--- src/synth_divider_config_pkg.sv ---
// How it works
// - Offset 22h bits 2..0: divider top bits
// - Offset 24h: divider low sixteen bits
// - Offset 26h: denominator upper half, all ones
// - Offset 27h: denominator lower half, all ones
// - Offset 2Ah: numerator upper half, zero
// - Offset 2Bh: numerator lower half, zero
// - Offset 28h: seed upper half, zero
// - Offset 29h: seed lower half, zero
// - Seed loads as accumulator starting state
// - Seed used only when 25h bit15 set
// - Soft reset restores fixed registers 1Fh-21h and 23h
package synth_divider_config_pkg;
    localparam int ADDR_W = 6;
    localparam int DATA_W = 16;
    localparam int REG_FIRST = 30;
    localparam int REG_COUNT = 14;

    localparam logic [5:0] OFS_SOFT_RESET = 6'h00;
    localparam logic [5:0] OFS_FIXED_1E = 6'h1e;
    localparam logic [5:0] OFS_FIXED_1F = 6'h1f;
    localparam logic [5:0] OFS_FIXED_20 = 6'h20;
    localparam logic [5:0] OFS_FIXED_21 = 6'h21;
    localparam logic [5:0] OFS_DIV_HIGH = 6'h22;
    localparam logic [5:0] OFS_FIXED_23 = 6'h23;
    localparam logic [5:0] OFS_DIV_LOW = 6'h24;
    localparam logic [5:0] OFS_SEED_EN_DLY = 6'h25;
    localparam logic [5:0] OFS_DEN_HIGH = 6'h26;
    localparam logic [5:0] OFS_DEN_LOW = 6'h27;
    localparam logic [5:0] OFS_SEED_HIGH = 6'h28;
    localparam logic [5:0] OFS_SEED_LOW = 6'h29;
    localparam logic [5:0] OFS_NUM_HIGH = 6'h2a;
    localparam logic [5:0] OFS_NUM_LOW = 6'h2b;

    localparam int SOFT_RESET_BIT = 1;
    localparam int DIV_HIGH_MSB = 2;
    localparam int SEED_EN_BIT = 15;
    localparam int DLY_MSB = 13;
    localparam int DLY_LSB = 8;

    localparam logic [15:0] RST_FIXED_1E = 16'h18c6;
    localparam logic [15:0] RST_FIXED_1F = 16'hc3e6;
    localparam logic [15:0] RST_FIXED_20 = 16'h05bf;
    localparam logic [15:0] RST_FIXED_21 = 16'h1e01;
    localparam logic [15:0] RST_DIV_HIGH = 16'h0010;
    localparam logic [15:0] RST_FIXED_23 = 16'h0004;
    localparam logic [15:0] RST_DIV_LOW = 16'h0028;
    localparam logic [15:0] RST_SEED_EN_DLY = 16'h0205;
    localparam logic [15:0] RST_DEN = 16'hffff;
    localparam logic [15:0] RST_ZERO = 16'h0000;
endpackage : synth_divider_config_pkg

--- src/frac_seed_accum.sv ---
`timescale 1ns/100ps
// Fractional accumulator; state restarts from seed or zero on load
module frac_seed_accum #(
    parameter int WIDTH = 32
) (
    input wire logic core_clk_i,
    input wire logic nrst_i,
    input wire logic load_i,
    input wire logic seed_en_i,
    input wire logic [WIDTH-1:0] seed_i,
    input wire logic [WIDTH-1:0] num_i,
    input wire logic [WIDTH-1:0] den_i,
    output logic [WIDTH-1:0] acc_o,
    output logic carry_o
);
    if (WIDTH < 2) begin : g_width_check
        $error("WIDTH too small");
    end

    logic [WIDTH:0] sum;
    logic [WIDTH:0] wrapped;

    always_comb begin
        sum = {1'b0, acc_o} + {1'b0, num_i};
        wrapped = sum - {1'b0, den_i};
    end

    always_ff @(posedge core_clk_i or negedge nrst_i) begin
        if (!nrst_i) begin
            acc_o <= '0;
            carry_o <= 1'b0;
        end else if (load_i) begin
            acc_o <= seed_en_i ? seed_i : '0;
            carry_o <= 1'b0;
        end else if (sum >= {1'b0, den_i}) begin
            acc_o <= wrapped[WIDTH-1:0];
            carry_o <= 1'b1;
        end else begin
            acc_o <= sum[WIDTH-1:0];
            carry_o <= 1'b0;
        end
    end
endmodule : frac_seed_accum

--- src/synth_divider_config_regs.sv ---
`timescale 1ns/100ps
module synth_divider_config_regs (
    input wire logic core_clk_i,
    input wire logic nrst_i,
    input wire logic [5:0] addr_i,
    input wire logic [15:0] wdata_i,
    input wire logic wr_i,
    input wire logic rd_i,
    output logic [15:0] rdata_o,
    output logic [18:0] feedback_divider_o,
    output logic [31:0] frac_denominator_o,
    output logic [31:0] frac_numerator_o,
    output logic [31:0] modulator_seed_o,
    output logic modulator_seed_enable_o,
    output logic [5:0] phase_detector_delay_select_o,
    output logic [31:0] frac_accum_o,
    output logic frac_carry_o
);
    logic [15:0] fixed_cfg_at_1e;
    logic [15:0] fixed_cfg_at_1f;
    logic [15:0] fixed_cfg_at_20;
    logic [15:0] fixed_cfg_at_21;
    logic [15:0] feedback_divider_high;
    logic [15:0] fixed_cfg_at_23;
    logic [15:0] feedback_divider_low;
    logic [15:0] seed_enable_and_pfd_delay;
    logic [15:0] frac_denominator_high;
    logic [15:0] frac_denominator_low;
    logic [15:0] modulator_seed_high;
    logic [15:0] modulator_seed_low;
    logic [15:0] frac_numerator_high;
    logic [15:0] frac_numerator_low;
    logic soft_reset;
    logic accum_load;
    logic [15:0] next_rdata;
    logic [31:0] accum_q;
    logic carry_q;

    function automatic logic wr_hit(input logic [5:0] a);
        return wr_i && (addr_i == a);
    endfunction : wr_hit

    // Soft reset bit in register zero; not stored, acts as a strobe
    always_comb begin
        soft_reset = wr_hit(synth_divider_config_pkg::OFS_SOFT_RESET)
            && wdata_i[synth_divider_config_pkg::SOFT_RESET_BIT];
    end

    always_ff @(posedge core_clk_i or negedge nrst_i) begin
        if (!nrst_i) begin
            fixed_cfg_at_1e <= synth_divider_config_pkg::RST_FIXED_1E;
        end else if (wr_hit(synth_divider_config_pkg::OFS_FIXED_1E)) begin
            fixed_cfg_at_1e <= wdata_i;
        end
    end

    // Fixed registers 1Fh-21h and 23h: soft reset restores them, so software may skip rewriting
    always_ff @(posedge core_clk_i or negedge nrst_i) begin
        if (!nrst_i) begin
            fixed_cfg_at_1f <= synth_divider_config_pkg::RST_FIXED_1F;
            fixed_cfg_at_20 <= synth_divider_config_pkg::RST_FIXED_20;
            fixed_cfg_at_21 <= synth_divider_config_pkg::RST_FIXED_21;
            fixed_cfg_at_23 <= synth_divider_config_pkg::RST_FIXED_23;
        end else if (soft_reset) begin
            fixed_cfg_at_1f <= synth_divider_config_pkg::RST_FIXED_1F;
            fixed_cfg_at_20 <= synth_divider_config_pkg::RST_FIXED_20;
            fixed_cfg_at_21 <= synth_divider_config_pkg::RST_FIXED_21;
            fixed_cfg_at_23 <= synth_divider_config_pkg::RST_FIXED_23;
        end else begin
            if (wr_hit(synth_divider_config_pkg::OFS_FIXED_1F)) begin
                fixed_cfg_at_1f <= wdata_i;
            end
            if (wr_hit(synth_divider_config_pkg::OFS_FIXED_20)) begin
                fixed_cfg_at_20 <= wdata_i;
            end
            if (wr_hit(synth_divider_config_pkg::OFS_FIXED_21)) begin
                fixed_cfg_at_21 <= wdata_i;
            end
            if (wr_hit(synth_divider_config_pkg::OFS_FIXED_23)) begin
                fixed_cfg_at_23 <= wdata_i;
            end
        end
    end

    always_ff @(posedge core_clk_i or negedge nrst_i) begin
        if (!nrst_i) begin
            feedback_divider_high <= synth_divider_config_pkg::RST_DIV_HIGH;
            feedback_divider_low <= synth_divider_config_pkg::RST_DIV_LOW;
        end else begin
            if (wr_hit(synth_divider_config_pkg::OFS_DIV_HIGH)) begin
                feedback_divider_high <= wdata_i;
            end
            if (wr_hit(synth_divider_config_pkg::OFS_DIV_LOW)) begin
                feedback_divider_low <= wdata_i;
            end
        end
    end

    always_ff @(posedge core_clk_i or negedge nrst_i) begin
        if (!nrst_i) begin
            seed_enable_and_pfd_delay <= synth_divider_config_pkg::RST_SEED_EN_DLY;
        end else if (wr_hit(synth_divider_config_pkg::OFS_SEED_EN_DLY)) begin
            seed_enable_and_pfd_delay <= wdata_i;
        end
    end

    always_ff @(posedge core_clk_i or negedge nrst_i) begin
        if (!nrst_i) begin
            frac_denominator_high <= synth_divider_config_pkg::RST_DEN;
            frac_denominator_low <= synth_divider_config_pkg::RST_DEN;
            frac_numerator_high <= synth_divider_config_pkg::RST_ZERO;
            frac_numerator_low <= synth_divider_config_pkg::RST_ZERO;
        end else begin
            if (wr_hit(synth_divider_config_pkg::OFS_DEN_HIGH)) begin
                frac_denominator_high <= wdata_i;
            end
            if (wr_hit(synth_divider_config_pkg::OFS_DEN_LOW)) begin
                frac_denominator_low <= wdata_i;
            end
            if (wr_hit(synth_divider_config_pkg::OFS_NUM_HIGH)) begin
                frac_numerator_high <= wdata_i;
            end
            if (wr_hit(synth_divider_config_pkg::OFS_NUM_LOW)) begin
                frac_numerator_low <= wdata_i;
            end
        end
    end

    always_ff @(posedge core_clk_i or negedge nrst_i) begin
        if (!nrst_i) begin
            modulator_seed_high <= synth_divider_config_pkg::RST_ZERO;
            modulator_seed_low <= synth_divider_config_pkg::RST_ZERO;
        end else begin
            if (wr_hit(synth_divider_config_pkg::OFS_SEED_HIGH)) begin
                modulator_seed_high <= wdata_i;
            end
            if (wr_hit(synth_divider_config_pkg::OFS_SEED_LOW)) begin
                modulator_seed_low <= wdata_i;
            end
        end
    end

    // Restart the accumulator on any write that changes its inputs
    always_ff @(posedge core_clk_i or negedge nrst_i) begin
        if (!nrst_i) begin
            accum_load <= 1'b1;
        end else begin
            accum_load <= soft_reset
                || wr_hit(synth_divider_config_pkg::OFS_SEED_EN_DLY)
                || wr_hit(synth_divider_config_pkg::OFS_SEED_HIGH)
                || wr_hit(synth_divider_config_pkg::OFS_SEED_LOW)
                || wr_hit(synth_divider_config_pkg::OFS_NUM_HIGH)
                || wr_hit(synth_divider_config_pkg::OFS_NUM_LOW)
                || wr_hit(synth_divider_config_pkg::OFS_DEN_HIGH)
                || wr_hit(synth_divider_config_pkg::OFS_DEN_LOW);
        end
    end

    frac_seed_accum #(
        .WIDTH(32)
    ) i_frac_seed_accum (
        .core_clk_i(core_clk_i),
        .nrst_i(nrst_i),
        .load_i(accum_load),
        .seed_en_i(seed_enable_and_pfd_delay[synth_divider_config_pkg::SEED_EN_BIT]),
        .seed_i({modulator_seed_high, modulator_seed_low}),
        .num_i({frac_numerator_high, frac_numerator_low}),
        .den_i({frac_denominator_high, frac_denominator_low}),
        .acc_o(accum_q),
        .carry_o(carry_q)
    );

    always_comb begin
        case (addr_i)
            synth_divider_config_pkg::OFS_FIXED_1E: next_rdata = fixed_cfg_at_1e;
            synth_divider_config_pkg::OFS_FIXED_1F: next_rdata = fixed_cfg_at_1f;
            synth_divider_config_pkg::OFS_FIXED_20: next_rdata = fixed_cfg_at_20;
            synth_divider_config_pkg::OFS_FIXED_21: next_rdata = fixed_cfg_at_21;
            synth_divider_config_pkg::OFS_DIV_HIGH: next_rdata = feedback_divider_high;
            synth_divider_config_pkg::OFS_FIXED_23: next_rdata = fixed_cfg_at_23;
            synth_divider_config_pkg::OFS_DIV_LOW: next_rdata = feedback_divider_low;
            synth_divider_config_pkg::OFS_SEED_EN_DLY: next_rdata = seed_enable_and_pfd_delay;
            synth_divider_config_pkg::OFS_DEN_HIGH: next_rdata = frac_denominator_high;
            synth_divider_config_pkg::OFS_DEN_LOW: next_rdata = frac_denominator_low;
            synth_divider_config_pkg::OFS_SEED_HIGH: next_rdata = modulator_seed_high;
            synth_divider_config_pkg::OFS_SEED_LOW: next_rdata = modulator_seed_low;
            synth_divider_config_pkg::OFS_NUM_HIGH: next_rdata = frac_numerator_high;
            synth_divider_config_pkg::OFS_NUM_LOW: next_rdata = frac_numerator_low;
            default: next_rdata = 16'h0000;
        endcase
    end

    // Read data stands only in the cycle after the strobe
    always_ff @(posedge core_clk_i or negedge nrst_i) begin
        if (!nrst_i) begin
            rdata_o <= 16'h0000;
        end else if (rd_i) begin
            rdata_o <= next_rdata;
        end else begin
            rdata_o <= 16'h0000;
        end
    end

    // Registered copies so every output comes from a flop
    always_ff @(posedge core_clk_i or negedge nrst_i) begin
        if (!nrst_i) begin
            feedback_divider_o <= '0;
            frac_denominator_o <= '0;
            frac_numerator_o <= '0;
            modulator_seed_o <= '0;
            modulator_seed_enable_o <= 1'b0;
            phase_detector_delay_select_o <= '0;
        end else begin
            feedback_divider_o <= {feedback_divider_high[synth_divider_config_pkg::DIV_HIGH_MSB:0],
                feedback_divider_low};
            frac_denominator_o <= {frac_denominator_high, frac_denominator_low};
            frac_numerator_o <= {frac_numerator_high, frac_numerator_low};
            modulator_seed_o <= {modulator_seed_high, modulator_seed_low};
            modulator_seed_enable_o <=
                seed_enable_and_pfd_delay[synth_divider_config_pkg::SEED_EN_BIT];
            phase_detector_delay_select_o <= seed_enable_and_pfd_delay[
                synth_divider_config_pkg::DLY_MSB:synth_divider_config_pkg::DLY_LSB];
        end
    end

    always_ff @(posedge core_clk_i or negedge nrst_i) begin
        if (!nrst_i) begin
            frac_accum_o <= '0;
            frac_carry_o <= 1'b0;
        end else begin
            frac_accum_o <= accum_q;
            frac_carry_o <= carry_q;
        end
    end
endmodule : synth_divider_config_regs

--- config.mk ---
export PLATFORM = sky130hd
export DESIGN_NAME = synth_divider_config_regs
export DESIGN_NICKNAME = d
export VERILOG_FILES = /design/src/synth_divider_config_pkg.sv /design/src/frac_seed_accum.sv /design/src/synth_divider_config_regs.sv
export SDC_FILE = /design/constraint.sdc
export NUM_CORES = 1
export LEC_CHECK = 0
export BUFFER_PORTS_ARGS = -buffer_cell sky130_fd_sc_hd__buf_2
export CAP_MARGIN = 20
export CORE_MARGIN = 2
export CORE_UTILIZATION = 30
export CTS_BUF_LIST = sky130_fd_sc_hd__clkbuf_16
export DETAILED_ROUTE_END_ITERATION = 8
export HOLD_SLACK_MARGIN = 0.06
export PLACE_DENSITY = 0.47
export RECOVER_POWER = 25
export SLEW_MARGIN = 20
export SYNTH_ARGS = -nofsm -noshare
export SYNTH_HDL_FRONTEND = slang
export SYNTH_HIERARCHICAL = 1
export SYNTH_SLANG_ARGS = --single-unit
--- constraint.sdc ---
create_clock -name core_clk_i -period 11.99 [get_ports core_clk_i]
set_input_delay 0 -clock core_clk_i [delete_from_list [all_inputs] [get_ports core_clk_i]]
set_output_delay 0 -clock core_clk_i [all_outputs]
set_load 0.01 [all_outputs]
==> metrics, run 1 <==
pwr dens 234 nW/um^2; routed wire length between 70,000 and 80,000 microns; GPL Wtd Cong 0.939; FF-to-FF Start frac_numerator_low[0]$_DFFE_PN0P_; largest net degree at the start of global routing 103; die area about 70,000 sq um; r2r endpoint i_frac_seed_accum/acc_o[23]$_DFF_PN0_; Die Span Y approximately 260 microns; clock skew between 20 and 25 ps; CTS H-tree lvls 2; setup ws final 5910 ps; crit path capture type async pin; syn_nets 1,835; run status complete, but fails checks; setup TNS 0 ps; Tmin final ~6000 ps; crit-path max FO slightly above 100; critical setup path kind in2async; final setup violation count 0; synthesized area per cell about 12 sq um; Routed Antenna Nets 0; fmax about 0.16 GHz; Layout area overhead 17.3%; I/O pin cnt 197; Post-CTS Setup Inserts 0; RSZ-0062 raised after global routing false; CTS Hold Buffers Added 20; sequential area share after synthesis 0.533; DR iter-0 viols 1,067; slew margin rel. -2.89; number of CTS-inserted buffers 48; Hold WC Path Type in2reg; failing checks capacitance limit, slew limit; Crit path top cell by count buf_4; Min-Delay Path Depth 4; Worst setup SP type input pin; Nets 2,016; IO buf count slightly below 200; CP max stage cell clkbuf_1; fin area 23,800 sq um; R2R depth 22; initial core utilization 0.303; post-CTS sizing 0; vias in the first global route 15,100; worst hold margin 106 ps; HPWL after DPL ~53,000 microns; synthesized instance count 1,743; static leakage 11.1 nW; row cnt 95; CP endpoint frac_numerator_o[9]$_DFF_PN0_; reg2reg setup slack 6340 ps; Yosys cell types 89; via count about 15,000; ys flop type dfrtp_1; worst slack, placed 6430 ps; MaxCap Viol Count 1; EDFF count, synth 0; Tcrit/Tclk final 0.507; drt wl/cell 25.8 microns; FFs w/ async S/R, synth 1.00; Crit path arrival time 6670 ps; Worst-Margin Slew 5830 ps; DR vias/cell a little over 5; YS warnings 6; Clock Pin Slew Worst Setup and Hold Paths 60 ps; Initial DRT Pass Iterations 5; DRC viols 0; Post-Syn Area 20,300 sq um; Core Area 67,000 sq um; Yosys reg bits 429; Fin. Hold Viols 0; initial antenna violation count 3; share of layout cells above drive strength 1 0.234; first-pass GRT wire length 107,000 microns; Die Wd between 200 and 300 microns; gr usage total 0.207; Root Driver clkbuf_16; max-slew violations approximately 100; maximum vdd drop approximately 110 uV; CTS tree yes; delay-heaviest family, CP buffers and inverters; Placed Area approximately 22,000 sq um; crit-path max cell delay approximately 4000 ps; clk sink count 429; critical path depth 4; crit path from nrst_i; gr ovfl total 0; clk_lat worst skew roughly 600 ps; CP Buf/Inv Count 4; critical path cell sequence dlygate4sd3_1 > clkbuf_1 > buf_4 > buf_4; clk buf depth 3; Critical Path RT 12,590 ps
worst reg2reg max path, cell delays in order (launching register included):
cell and delay [ps]:
dfrtp_1 420, ha_1 250, fa_1 410, a21oi_1 290, o211ai_2 170, nand4_1 220, a32oi_1 190, a221o_1 480
a21o_1 230, a21oi_1 170, xnor2_1 110, ha_1 370, nand4_1 210, nor3_1 250, nand3_1 110, a31oi_1 190
o21bai_1 90, o2111ai_1 100, a211o_1 360, buf_4 500, nor2b_1 90, a211oi_1 220, a21oi_1 60
cell usage in the layout, fill, tap and decap left out, types with 34 or more instances in the layout:
| master | Yosys | routed |
|---|---|---|
| nand2_1 | 206 | 206 |
| inv_1 | 47 | 53 |
| mux2i_1 | 46 | 46 |
| clkbuf_16 | 0 | 49 |
| buf_2 | 38 | 191 |
| dfstp_1 | 0 | 35 |
| dfrtp_1 | 360 | 360 |
| a21oi_1 | 104 | 104 |
| nand3_1 | 47 | 47 |
| mux2_2 | 81 | 81 |
| xnor2_1 | 42 | 42 |
| mux2_1 | 70 | 70 |
| nor2_1 | 47 | 47 |
| dfstp_2 | 69 | 34 |
| o21ai_0 | 83 | 83 |
| ha_1 | 64 | 64 |
through the flow:
step	cells	utilization	power (mW)
6_report	2838	0.355	5.58
5_1_grt	2837	0.355	5.91
4_1_cts	2837	0.356	5.63
3_5_place_dp	2727	0.328	4.04
3_3_place_gp	2726	0.328	4.05
2_1_floorplan	1743	-	3.33
routing by layer:
metal / up-vias / GRT usage / wire [microns]
met5: - / 0 / 19
met4: 4 / 0.0510 / 1570
met1: 7702 / 0.282 / 32900
met3: 83 / 0.0288 / 3030
met2: 348 / 0.347 / 35600
li1: 6603 / - / -
cell usage after synthesis, types with 11 or more instances:
library cell    n  area share
dfrtp_1       360        0.44
and2_1         11      0.0034
nor3_1         19      0.0047
nand2_1       206       0.038
mux2_4         20       0.015
xor2_1         15      0.0065
mux4_2         13       0.014
a21oi_1       104       0.026
buf_2          38      0.0094
mux2_2         81       0.045
o21bai_1       11      0.0041
ha_1           64       0.039
mux2i_1        46       0.023
a22oi_1        15      0.0055
mux2_1         70       0.039
clkbuf_1       41      0.0076
inv_1          47      0.0087
nand3_1        47       0.012
a31oi_1        16      0.0049
and3_1         22      0.0068
o21a_1         18      0.0067
nor2_1         47      0.0087
a41oi_1        11      0.0047
xnor2_1        42       0.018
buf_4          16      0.0059
o21ai_0        83       0.020
nor2b_1        16      0.0049
dfstp_2        69       0.089
a21o_1         28       0.010
sequential cells by signal, indices dropped and copies added, names as in the netlist, 19 cells and up:
name                     count
feedback_divider_o          19
i_frac_seed_accum/acc_o     32
frac_accum_o                32
modulator_seed_o            32
frac_numerator_o            32
frac_denominator_o          32
report_power, final:
part | switching, mW | internal, mW
Clock | 0.639 | 0.921
Sequential | 0.227 | 1.76
Combinational | 1.22 | 0.826
Total | 2.08 | 3.50
cell type report:
| cell class | count | area [sq um] |
|---|---|---|
| Clock buffer | 49 | 1230 |
| Clock inverter | 41 | 444 |
| Multi-Input combinational cell | 1164 | 8750 |
| Fill cell | 6754 | 43200 |
| Inverter | 47 | 176 |
| Antenna cell | 1 | 2.50 |
| Timing Repair Buffer | 234 | 1310 |
| Sequential cell | 429 | 10800 |
| Tap cell | 873 | 1090 |
logic make-up after synthesis:
| group | after synthesis | synth area share |
|---|---|---|
| xor+xnor | 57 | 0.0246 |
| mux | 230 | 0.136 |
| compound gates | 376 | 0.121 |
| fa+ha+maj | 66 | 0.0414 |
| buf+inv | 150 | 0.0360 |
| simple gates | 435 | 0.108 |
| flops | 429 | 0.533 |
worst min-delay path by stage:
stage,slack [ps],start,endpoint
global placement,100,nrst_i,frac_numerator_o[19]$_DFF_PN0_
detailed placement,110,nrst_i,frac_numerator_o[19]$_DFF_PN0_
finish,110,addr_i[1],rdata_o[3]$_DFF_PN0_
CTS,70,nrst_i,frac_numerator_o[19]$_DFF_PN0_
floorplan,-300,nrst_i,feedback_divider_high[0]$_DFFE_PN0P_
global route,150,addr_i[1],rdata_o[3]$_DFF_PN0_
Power figures use the tool's default switching activity.
==> inputs of run 2 (changes only) <==
clock period = 5.9 ns   (was 11.99 ns; I/O delays follow)
==> metrics, run 2 (same netlist as run 1, synthesis figures left out) <==
Tmin final 5480 ps; via count 14,900 (+1.1%); critical setup path kind reg2reg; number of CTS-inserted buffers 48 (unchanged); Post-CTS Setup Inserts 0 (unchanged); worst hold margin 173 ps (+66.4 ps); MaxCap Viol Count 2 (+1); pwr dens 474 nW/um^2 (+100%); crit-path max FO 21 (-79%); Tcrit/Tclk final 0.929; gr ovfl total 0 (unchanged); commonest non-fill, non-tap cell in the layout dfrtp_1; final setup violation count 0 (unchanged); Pwr Total 11.3 mW (+100%); Initial DRT Pass Iterations 5 (unchanged); clock skew 18.5 ps (-6.00 ps); Fin. Hold Viols 0 (unchanged); IO buf count 196 (unchanged); most frequent cells in the layout 360 x dfrtp_1, 206 x nand2_1, 194 x buf_2; Crit path arrival time 5910 ps (-760 ps); Routed Antenna Nets 0 (unchanged); Root Driver clkbuf_16; CTS tree yes; setup TNS 0 ps (unchanged); failing checks capacitance limit, slew limit; first-pass GRT wire length 108,000 microns (+0.74%); Die Span Y 264 microns (unchanged); HPWL after DPL 52,700 microns (-0.10%); Worst setup SP type register; run status complete, but fails checks; initial antenna violation count 6 (+3); Critical Path RT 6330 ps (-6260 ps); Layout area overhead 17.2% (about the same); DRC viols 0 (unchanged); DR vias/cell 5.24 (+0.82%); GPL Wtd Cong 0.921 (-1.9%); initial core utilization 0.303 (unchanged); die area 69,800 sq um (unchanged); Nets 2,024 (+0.40%); row cnt 95 (unchanged); fmax between 0.15 and 0.2 GHz; Core Area 67,000 sq um (unchanged); maximum vdd drop 235 uV (+120%); Worst-Margin Slew 4060 ps (-1770 ps); share of layout cells above drive strength 1 0.234 (about the same); CTS H-tree lvls 2 (unchanged); static leakage 11.1 nW (about the same); drt wl/cell 25.6 microns (-0.48%); slew margin rel. -1.71 (+1.18); Hold WC Path Type in2reg; I/O pin cnt 197 (unchanged); vias in the first global route 15,300 (+1.7%); Die Wd 264 microns (unchanged); Clock Pin Slew Worst Setup and Hold Paths 60 ps (about the same); largest net degree at the start of global routing 148 (+44%); max-slew violations 222 (+120%); routed wire length 72,900 microns (-0.23%); clk sink count 429 (unchanged); post-CTS sizing 0 (unchanged); clk buf depth 3 (unchanged); RSZ-0062 raised after global routing false; gr usage total 0.208 (+0.00124); crit path capture type register; DR iter-0 viols 1,234 (+16%); clk_lat worst skew 590 ps (about the same)
==> run 2: changes by cell type in the layout (fill, tap and decap cells not counted), sizes merged <==
cell | before | now
clkinv | 22 | 17
clkbuf | 54 | 58
buf | 209 | 212
clkinvlp | 3 | 6
diode | 1 | 2
inv | 55 | 56
==> run 2: power by group <==
group          internal (mW)  switching, mW
combinational           1.70           2.47
clock                   1.83           1.26
sequential              3.57          0.453
==> run 2: layer usage <==
metal,global-route usage,vias to the layer above,share of wire
li1,-,6629,-
met1,0.279,7736,0.44
met2,0.345,431,0.48
met3,0.0351,98,0.051
met4,0.0613,4,0.028
met5,0,-,0.00032
==> run 2: through the flow <==
step	cell area [sq um]	utilization	instances	setup WS, ps
final	23800	0.355	2845	419
after floorplan	20300	-	1743	1370
after detailed placement	22000	0.329	2734	456
after CTS	23900	0.356	2843	441
after global routing	23800	0.355	2843	27.5
after global placement	22000	0.329	2734	549
==> run 2: layout make-up <==
cell class	count	area, sq um
fill	6763	43200
multi-input combinational	1164	8750
clock inverter	40	409
inverter	47	176
timing repair buffer	242	1350
clock buffer	48	1200
sequential	429	10800
tap	873	1090
antenna	2	5.00
==> run 2: path summary, 6_finish.rpt <==
| path | depth (start not counted) | end | start | slack [ps] |
|---|---|---|---|---|
| setup / recovery | 22 | i_frac_seed_accum/acc_o[23]$_DFF_PN0_ | frac_numerator_low[0]$_DFFE_PN0P_ | 420 |
| max in group asynchronous | 3 | frac_denominator_o[3]$_DFF_PN0_ | nrst_i | 1650 |
| setup reg to reg | 22 | i_frac_seed_accum/acc_o[23]$_DFF_PN0_ | frac_numerator_low[0]$_DFFE_PN0P_ | 420 |
| min in group asynchronous | 3 | frac_accum_o[8]$_DFF_PN0_ | nrst_i | 690 |
| hold / removal | 3 | rdata_o[14]$_DFF_PN0_ | addr_i[2] | 170 |
| hold reg to reg | 0 | frac_accum_o[0]$_DFF_PN0_ | i_frac_seed_accum/acc_o[0]$_DFF_PN0_ | 380 |
==> run 2: timing repair <==
action / CTS / global route
hold buffers: 21 / 0
setup endpoints to repair: 0 / 0
hold endpoints to repair: 298 / 0
==> run 2: critical path: stages, from the launching register on <==
cell       delay, ps
dfrtp_1          410
ha_1             250
fa_1             400
a21oi_1          290
o211ai_2         170
nand4_1          210
a32oi_1          200
a221o_1          490
a21o_1           230
a21oi_1          170
xnor2_1          110
ha_1             380
nand4_1          230
nor3_1           250
nand3_1          110
a31oi_1          190
o21bai_1          80
o2111ai_1        120
a211o_1          290
buf_4            370
nor2b_1           90
a211oi_1         210
a21oi_1           60
